<file path="config.mk">
export PLATFORM = sky130hd
export DESIGN_NAME = sar_top
export DESIGN_NICKNAME = d
export VERILOG_FILES = /design/src/hdl/sar_pkg.sv /design/src/hdl/sar_sync.sv /design/src/hdl/sar_top.sv
export VERILOG_INCLUDE_DIRS = /design/src /design/src/hdl
export SDC_FILE = /design/constraint.sdc
export NUM_CORES = 1
export LEC_CHECK = 0
export ABC_AREA = 1
export BUFFER_PORTS_ARGS = -buffer_cell sky130_fd_sc_hd__buf_2
export CORE_MARGIN = 5
export CORE_UTILIZATION = 47
export CTS_BUF_LIST = sky130_fd_sc_hd__clkbuf_16
export DETAILED_ROUTE_END_ITERATION = 16
export PLACE_DENSITY = 0.65
export SLEW_MARGIN = 20
export SYNTH_ARGS = -nofsm -noshare
export SYNTH_HDL_FRONTEND = slang
export SYNTH_SLANG_ARGS = --single-unit
</file>
<file path="constraint.sdc">
create_clock -name CLK -period 1.8 [get_ports CLK]
set_input_delay 0 -clock CLK [delete_from_list [all_inputs] [get_ports CLK]]
set_output_delay 0 -clock CLK [all_outputs]
set_load 0.05 [all_outputs]
</file>
<file path="src/hdl/sar_defs.svh">
// Constants for the sampling converter control and serial readout block.
// Assumes the block clock runs at the rate given by SAR_CLK_PERIOD_NS.
`ifndef SAR_DEFS_SVH
`define SAR_DEFS_SVH

// ----------------------------------------
// Timing
// ----------------------------------------
`define SAR_CLK_PERIOD_NS 100
`define SAR_CONV_TIME_NS 8000
`define SAR_AUTO_TIME_NS 14000
// Longest times round down to whole cycles
`define SAR_CONV_CYCLES (`SAR_CONV_TIME_NS / `SAR_CLK_PERIOD_NS)
`define SAR_WAKE_CYCLES ((`SAR_AUTO_TIME_NS - `SAR_CONV_TIME_NS) / `SAR_CLK_PERIOD_NS)

// ----------------------------------------
// Frame layout and width of the conversion and wake counter
// ----------------------------------------
`define SAR_RESULT_BITS 12
`define SAR_LEAD_ZEROS 4
`define SAR_FRAME_BITS 16
`define SAR_CNT_WIDTH 8

`endif

</file>
<file path="src/hdl/sar_pkg.sv">
// Types shared by the converter control block.
// Assumes nothing beyond a SystemVerilog elaborator.
package sar_pkg;

  // ----------------------------------------
  // Control states, one-hot
  // ----------------------------------------
  typedef enum logic [3:0]
  {
    SAR_ST_IDLE = 4'b0001,
    SAR_ST_CONV = 4'b0010,
    SAR_ST_SLEEP = 4'b0100,
    SAR_ST_WAKE = 4'b1000
  } sar_state_t;

endpackage : sar_pkg

</file>
<file path="src/hdl/sar_sync.sv">
// Two-stage synchroniser for levels arriving from outside the clock domain.
// Assumes the caller reads only q.
`timescale 1ns/10ps
`default_nettype none

module sar_sync #(
  parameter int WIDTH = 1,
  // Reset to each pin's idle level, or a false edge follows reset
  parameter logic [WIDTH-1:0] RESET_VAL = '1
) (
  input wire logic clk,
  input wire logic resetn,
  input wire logic [WIDTH-1:0] d,
  output logic [WIDTH-1:0] q
);

  logic [WIDTH-1:0] meta;

  always_ff @(posedge clk)
  begin
    if (!resetn)
    begin
      meta <= RESET_VAL;
      q <= RESET_VAL;
    end
    else
    begin
      meta <= d;
      q <= meta;
    end
  end

endmodule : sar_sync

`default_nettype wire

</file>
<file path="src/hdl/sar_top.sv">
// Conversion control and serial readout of a 12-bit sampling converter.
// Assumes SAMPLE_CODE comes from the converter core on CLK; the start and
// serial clock pins are asynchronous and are synchronised here.
//
// Function
// - Start falling edge enters hold, starts conversion
// - Busy rises at start, falls when done
// - Start low at end enters power-down
// - Start rising edge wakes from power-down
// - New output bit on each of the first fifteen serial falling edges
// - Frame is four zeros then twelve bits
// - Sixteenth edge: hold bit, then float output
// - Result coded as straight binary
// - Conversion 8 us; auto sleep 14 us
`timescale 1ns/10ps
`default_nettype none
`include "sar_defs.svh"

module sar_top #(
  parameter int RESULT_BITS = `SAR_RESULT_BITS,
  parameter int FRAME_BITS = `SAR_FRAME_BITS
) (
  input wire logic CLK,
  input wire logic RESETN,
  input wire logic CONV_START_N,
  input wire logic SCLK,
  input wire logic [RESULT_BITS-1:0] SAMPLE_CODE,
  output logic BUSY,
  output logic HOLD,
  output logic POWER_DOWN,
  output logic SERIAL_OUT,
  output logic SERIAL_OUT_OE
);

  localparam logic [`SAR_CNT_WIDTH-1:0] CONV_LAST = `SAR_CNT_WIDTH'(`SAR_CONV_CYCLES - 1);
  localparam logic [`SAR_CNT_WIDTH-1:0] WAKE_LAST = `SAR_CNT_WIDTH'(`SAR_WAKE_CYCLES - 1);
  localparam logic [4:0] BIT_LAST = 5'(FRAME_BITS - 1);

  // ----------------------------------------
  // Pin synchronisation and edge detection
  // ----------------------------------------
  logic [1:0] pins_sync;
  logic conv_lvl_prev;
  logic sclk_prev;

  sar_sync #(
    .WIDTH(2),
    .RESET_VAL(2'h2)
  ) u_sync (
    .clk(CLK),
    .resetn(RESETN),
    .d({CONV_START_N, SCLK}),
    .q(pins_sync)
  );

  wire conv_lvl = pins_sync[1];
  wire sclk_lvl = pins_sync[0];
  // Start pin edges start and wake; its level is read only at the end of conversion
  wire conv_fall = conv_lvl_prev & ~conv_lvl;
  wire conv_rise = ~conv_lvl_prev & conv_lvl;
  wire sclk_fall = sclk_prev & ~sclk_lvl;

  always_ff @(posedge CLK)
  begin
    if (!RESETN)
    begin
      conv_lvl_prev <= 1'b1;
      sclk_prev <= 1'b0;
    end
    else
    begin
      conv_lvl_prev <= conv_lvl;
      sclk_prev <= sclk_lvl;
    end
  end

  // ----------------------------------------
  // Conversion control
  // ----------------------------------------
  sar_pkg::sar_state_t state;
  logic [`SAR_CNT_WIDTH-1:0] cnt;
  logic pending;
  logic [RESULT_BITS-1:0] held_code;

  wire cnt_done = (cnt == '0);
  wire idle_start = (state == sar_pkg::SAR_ST_IDLE) && conv_fall;
  wire wake_start = (state == sar_pkg::SAR_ST_WAKE) && conv_fall && !pending;
  wire start = idle_start | wake_start;
  wire conv_end = (state == sar_pkg::SAR_ST_CONV) && cnt_done;

  always_ff @(posedge CLK)
  begin
    if (!RESETN)
    begin
      state <= sar_pkg::SAR_ST_IDLE;
      cnt <= '0;
      pending <= 1'b0;
      held_code <= '0;
      BUSY <= 1'b0;
      HOLD <= 1'b0;
      POWER_DOWN <= 1'b0;
    end
    else
    begin
      if (start)
      begin
        BUSY <= 1'b1;
        HOLD <= 1'b1;
        held_code <= SAMPLE_CODE;
      end
      case (state)
        sar_pkg::SAR_ST_IDLE:
        begin
          if (conv_fall)
          begin
            state <= sar_pkg::SAR_ST_CONV;
            cnt <= CONV_LAST;
          end
        end
        sar_pkg::SAR_ST_CONV:
        begin
          if (cnt_done)
          begin
            BUSY <= 1'b0;
            HOLD <= 1'b0;
            pending <= 1'b0;
            // Start still low here means the host asked for auto sleep
            if (!conv_lvl)
            begin
              state <= sar_pkg::SAR_ST_SLEEP;
              POWER_DOWN <= 1'b1;
            end
            else
            begin
              state <= sar_pkg::SAR_ST_IDLE;
            end
          end
          else
          begin
            cnt <= cnt - 1'b1;
          end
        end
        sar_pkg::SAR_ST_SLEEP:
        begin
          // A falling edge cannot occur here: the pin was low on entry
          if (conv_rise)
          begin
            state <= sar_pkg::SAR_ST_WAKE;
            POWER_DOWN <= 1'b0;
            cnt <= WAKE_LAST;
          end
        end
        sar_pkg::SAR_ST_WAKE:
        begin
          if (wake_start)
          begin
            pending <= 1'b1;
          end
          // A start seen while waking is converted once the wake time ends
          if (cnt_done)
          begin
            if (pending || wake_start)
            begin
              state <= sar_pkg::SAR_ST_CONV;
              cnt <= CONV_LAST;
            end
            else
            begin
              state <= sar_pkg::SAR_ST_IDLE;
            end
          end
          else
          begin
            cnt <= cnt - 1'b1;
          end
        end
        default:
        begin
          state <= sar_pkg::SAR_ST_IDLE;
          cnt <= '0;
        end
      endcase
    end
  end

  // ----------------------------------------
  // Serial readout
  // ----------------------------------------
  logic [FRAME_BITS-1:0] shift;
  logic [4:0] bit_idx;

  wire [FRAME_BITS-1:0] frame_load = {{`SAR_LEAD_ZEROS{1'b0}}, held_code};
  wire last_edge = (bit_idx == BIT_LAST);

  assign SERIAL_OUT = shift[FRAME_BITS-1];

  always_ff @(posedge CLK)
  begin
    if (!RESETN)
    begin
      shift <= '0;
      bit_idx <= '0;
      SERIAL_OUT_OE <= 1'b0;
    end
    else if (conv_end)
    begin
      // Newest result wins over a read left unfinished
      shift <= frame_load;
      bit_idx <= '0;
      SERIAL_OUT_OE <= 1'b1;
    end
    else if (sclk_fall && SERIAL_OUT_OE)
    begin
      if (last_edge)
      begin
        // Data stays put; only the driver lets go
        SERIAL_OUT_OE <= 1'b0;
      end
      else
      begin
        // Synchroniser delay keeps the old bit valid past the edge
        shift <= {shift[FRAME_BITS-2:0], 1'b0};
        bit_idx <= bit_idx + 1'b1;
      end
    end
  end

endmodule : sar_top

`default_nettype wire

</file>
**After elaboration in Yosys (flattened, before gate mapping)**

Cells that the tools add are included.

- Memory bits (read-only): 0
- Bits of input ports: 16
- Word-level logic and storage cells: 92
- Output and inout port bits: 5
- Latch bits: 0
- Memories kept: 0
- Memory bits (writable): 0
- Bits in registers: 56

- Div/mod/pow operators: 0
- Equal/unequal tests: 14
- $add $sub $neg: 2
- Bitwise gates (word level): 9
- Magnitude comparators: 0
- Reductions and logical operators: 20
- $mul: 0
- Shift-type cells: 0
- Multiplexer cells: 32

Operators by type and width:

| operator | number |
|---|---|
| $mux W8 | 5 |
| $mux W12 | 3 |
| $pmux W8 S4 | 1 |
| $mux W4 | 4 |
| $ne A2 B2 Y1 const B | 8 |
| $pmux W4 S4 | 1 |
| $mux W1 | 14 |
| $reduce_and A4 Y1 | 3 |
| $logic_not A8 Y1 | 1 |
| $reduce_bool A2 Y1 | 4 |
| $sub A8 B1 Y8 const B | 1 |
| $reduce_and A2 Y1 | 3 |
| $add A5 B1 Y5 const B | 1 |
| $eq A5 B4 Y1 const B | 1 |
| $logic_and A1 B1 Y1 | 5 |
| $not A1 Y1 | 5 |
| $eq A4 B1 Y1 const B | 1 |
| $eq A4 B2 Y1 const B | 1 |
| $eq A4 B3 Y1 const B | 1 |
| $eq A4 B4 Y1 const B | 1 |
| $pmux W1 S2 | 2 |
| $and A1 B1 Y1 | 3 |
| $mux W3 | 1 |
| $ne A3 B2 Y1 const B | 1 |
| 6 further kinds | 6 |

**Depth between registers and ports, before layout**

- Depth after elaboration: 8
- Mapped depth: 11
- Depth with buffers taken out: 11

**Modules after synthesis**

From an unflattened synthesis, not the netlist that was laid out.

- Cells, all modules: 372
- Area total of the unflattened synthesis: 2557.5 µm²

By module, submodules not included:

| module | times used | cells each | area an instance (µm²) | sequential area each (µm²) |
|---|---|---|---|---|
| sar_top | 1 | 360 | 2447.3 | 1041.0 |
| sar_sync | 1 | 12 | 110.1 | 80.1 |

**Worst setup path after synthesis**

No wires, ideal clock.

- Path kind: register to register
- From: reg bit_idx[0]
- To: reg shift[5]
- Required time: 1.675 ns
- Setup slack: 0.239 ns
- Stages on the path, launching flop included: 11
- Path buffers: 1
- Arrival: 1.436 ns
- Library setup time: 0.125 ns
- Clock period less this slack: 1.561 ns
- Cell sequence: dfxtp_1 ha_1 inv_1 nor2_1 ha_1 inv_1 nand2_1 clkinv_1 buf_2 nand2_1 a31oi_1

- Word-level cells in the longest chain between the ends: 3

Ends and longest elaborated chain:

| element | RTL line | text |
|---|---|---|
| start: declaration | sar_top.sv:190 | `logic [4:0] bit_idx;` |
| start signal: assignment | sar_top.sv:223 | `bit_idx <= bit_idx + 1'b1;` |
| $eq A5 B4 Y1 | sar_top.sv:193 | `wire last_edge = (bit_idx == BIT_LAST);` |
| $ne A2 B2 Y1 (no line) | -- |  |
| $reduce_and A2 Y1 (no line) | -- |  |
| end signal: assignment | sar_top.sv:208 | `shift <= frame_load;` |
| end signal: assignment | sar_top.sv:222 | `shift <= {shift[FRAME_BITS-2:0], 1'b0};` |
| end: declaration | sar_top.sv:189 | `logic [FRAME_BITS-1:0] shift;` |

Every way passes these cells.
A chain may end at the register's enable or synchronous reset.

**Final worst setup path**

- From: reg cnt[1]
- To: reg cnt[2]

- Word-level cells in the longest chain between the ends: 3
- Elaborated cells on any way between the ends: 8
- Those cells by class: add/sub (1); eq/ne (2); mux (3); reduce/logical (2)

Ends and longest elaborated chain:

| element | RTL line | text |
|---|---|---|
| start: declaration | sar_top.sv:81 | `` logic [`SAR_CNT_WIDTH-1:0] cnt; `` |
| start signal: assignment | sar_top.sv:140 | `cnt <= cnt - 1'b1;` |
| start signal: assignment | sar_top.sv:174 | `cnt <= cnt - 1'b1;` |
| $sub A8 B1 Y8 / $logic_not A8 Y1 (equally long branches) | sar_top.sv:140, sar_top.sv:174, sar_top.sv:85 |  |
| $mux W8, or another cell as far along | sar_top.sv:160 | `if (cnt_done)` |
| $pmux W8 S4 / $reduce_and A4 Y1 (equally long branches) | -- |  |

Several ways; a longest one is shown, not always the timed one. The select of a mux whose other input is x is not followed.

==> results.cfg <==
[run_status]
status = finished clean

[floorplanning]
coreArea_mm2 = 0.00520
die_h_um = 83.8
placementRows = 26
initial_utilization = 0.492
die_w_um = 83.8
die-area_mm2 = 0.00703
ios = 21

[cts]
cts_buffers = 5
cts_tree = built
cts_root_buffer = clkbuf_16
cts_buffer_depth = 2
clkTransAtPathRegs_ps = 70
clock_latency_ps = 290
clock-sinks = 56
h-tree-depth = 2

[route]
viasPerCell = 4.95
wirelength_mm = 5.56
detail-route-antenna-nets = 0
vias = 2371
first_iter_violations = 161
post-route-drc-count = 0
firstDrtPassIters = 4
avgRoutedWirePerCell_um = 11.6

[final_layout]
drive_above_1_share = 0.166
antennaDiodeCount = 0
regArea_mm2 = 0.00112
syn_to_final_growth_pct = 20.7
fill_cells = 511
multi_input_area_mm2 = 0.00126
nets = 427

[min_path]
hold_class = register to register
holdPathEnd = u_sync.q[1]$_SDFF_PN1_
hp-start = u_sync.meta[1]$_SDFF_PN1_
hold_depth = 1

[power]
total_leakage_power_nw = 1.34
finalPower_mw = 3.67
max-vdd-ir-drop_uv = 510
p_per_area_mw_per_mm2 = 1190

[worst_setup_path]
crit_slowest_cell = dfxtp_1
path_cells = inv_1 > ha_4 > inv_1 > nor2_4 > nand2_2 > nor2_4 > nand4_1 > buf_4 > nand3_1 > a21oi_1
worstPathMaxFanout = 5
reg2reg_from = cnt[1]$_SDFFE_PN0P_
startpoint_type = register
endpoint_kind = register
critPathArrivalTime_ps = 1790
worstReg2RegEnd = cnt[2]$_SDFFE_PN0P_
path_class = register to register
crit_required_ps = 1950
cp_top_family = simple AND/OR/NAND/NOR gates
worstSetupStartpoint = cnt[1]$_SDFFE_PN0P_
r2r_cells = 10
critPathMaxStageDelay_ps = 320
r2r_setup_slack_ps = 160
critPathBufInv = 3

[placed_design]
hpwl_mm = 3.81
io_buffers = 20
place_congestion = 0.959

[sta]
fin_skew_ps = 6.35
drv_slew = 0
fin_crit_ps = 1640
fmax_mhz = 611
setup_tns_ps = 0
setup_viol = 0
hold_viol_final = 0
worstMarginPinSlew_ps = 562
fin_crit_sh = 0.909
max-slew-margin-rel = 0.625
rsz0062_at_grt = no

[global_routing]
grt_pass1_wl_mm = 9.95
overflow = 0
antenna_found_initial = 0
grt_max_degree = 25
grt_pass1_vias = 2201
track_usage = 0.169

[flow_run]
drv_cap = 0

[synthesis]
ys_types = 27
ys_ff_latch = 56
yosys_warnings = 0
synth_fp_nets = 386
syn_area_mm2 = 0.00256
ys_seq_area_frac = 0.438
syn_inst = 367
syn_area_per_cell_um2 = 6.98
-- synthesized netlist by cell type --
cell      instances  area, um^2
nand2_1          99         372
dfxtp_1          56        1120
nor2_1           46         173
inv_1            33         124
o21ai_0          26         130
nand3_1          22         110
a21oi_1          21         105
a31oi_1          11        68.8
o21ai_1           8        40.0
clkbuf_1          5        18.8
inv_2             4        15.0
nand2_2           4        25.0
nor2_2            4        25.0
or2_2             4        25.0
buf_2             3        15.0
ha_1              3        37.5
nand4_1           3        18.8
nor2_4            3        33.8
buf_4             2        15.0
buf_6             2        22.5
nor3_1            2        10.0
a21oi_2           1        8.76
clkinv_1          1        3.75
nand2_4           1        11.3
nand3_4           1        17.5
o22ai_1           1        6.26
xor2_1            1        8.76
-- per-layer routing --
metal,vias to the layer above,part of all wire,GRT usage
li1,1264,-,-
met1,1060,0.52,0.239
met2,41,0.42,0.262
met3,6,0.042,0.0346
met4,0,0.011,0.0439
met5,-,0,0
-- worst reg2reg max path, cell delays in order (launching register included) --
cell	delay (ps)
dfxtp_1	320
inv_1	120
ha_4	150
inv_1	60
nor2_4	100
nand2_2	80
nor2_4	160
nand4_1	190
buf_4	200
nand3_1	70
a21oi_1	60
-- through the flow --
step	hold slack, ps	setup slack [ps]	area [um^2]	util	std cells
after floorplan	97.6	239	2560	-	367
after global placement	189	147	2740	0.526	453
after detailed placement	194	88.7	2740	0.526	453
after CTS	419	62.0	3030	0.582	476
after global routing	429	22.9	3090	0.594	479
final	417	164	3090	0.594	479
-- state kept, by name (all words and copies together) (netlist names) --
register       count
sclk_prev          1
POWER_DOWN         1
BUSY               1
HOLD               1
bit_idx            5
u_sync.meta        2
conv_lvl_prev      1
u_sync.q           2
SERIAL_OUT_OE      1
shift             16
pending            1
held_code         12
cnt                8
state              4
-- worst max-delay path by stage --
stage,to,slack (ps),cells after the start
after detailed placement,shift[5]$_SDFFE_PN0P_,90,10
final,cnt[2]$_SDFFE_PN0P_,160,10
after global routing,cnt[6]$_SDFFE_PN0P_,20,11
after global placement,cnt[6]$_SDFFE_PN0P_,150,11
after CTS,shift[5]$_SDFFE_PN0P_,60,10
after floorplan,shift[5]$_SDFFE_PN0P_,240,10
-- layout by cell type, fill, tap and decap left out, types with 2 or more instances in the layout --
| master | instances |
|---|---|
| inv_2 | 5 |
| a31oi_1 | 11 |
| buf_2 | 20 |
| nor2_1 | 45 |
| nand4_1 | 3 |
| o21ai_0 | 20 |
| dlygate4sd3_1 | 15 |
| inv_1 | 33 |
| nor3_1 | 2 |
| ha_1 | 2 |
| nor2_4 | 4 |
| clkbuf_16 | 5 |
| nand3_1 | 22 |
| nand2_2 | 7 |
| a21oi_1 | 19 |
| nor2_2 | 4 |
| or2_2 | 4 |
| nand2_1 | 96 |
| a21oi_2 | 3 |
| dfxtp_1 | 56 |
| o21ai_1 | 14 |
| buf_4 | 10 |
-- cell families after synthesis --
group	share of synthesized area
simple gates	0.320
compound gates	0.140
flops	0.438
buf+inv	0.0835
fa+ha+maj	0.0147
xor+xnor	0.00342
-- power breakdown --
part / switching [mW] / internal, mW / total (mW)
registers: 0.104 / 1.38 / 1.48
clock network: 0.435 / 0.514 / 0.949
logic: 0.790 / 0.452 / 1.24
total: 1.33 / 2.34 / 3.67
-- layout make-up --
| type | instances | share of cell area |
|---|---|---|
| tap | 70 | 0.0283 |
| timing repair buffer | 46 | 0.109 |
| inverter | 38 | 0.0461 |
| clock buffer | 5 | 0.0405 |
| multi-input combinational | 261 | 0.408 |
| sequential | 56 | 0.363 |
| clock inverter | 3 | 0.00567 |
-- timing repair --
| item | 4_1_cts | 5_1_grt |
|---|---|---|
| gates resized for setup | 0 | 17 |
| setup endpoints to repair | 0 | 23 |
| hold buffers | 15 | 0 |
| endpoints found under the hold margin | 15 | 0 |
| setup buffers | 0 | 3 |
Power figures use the tool's default switching activity.
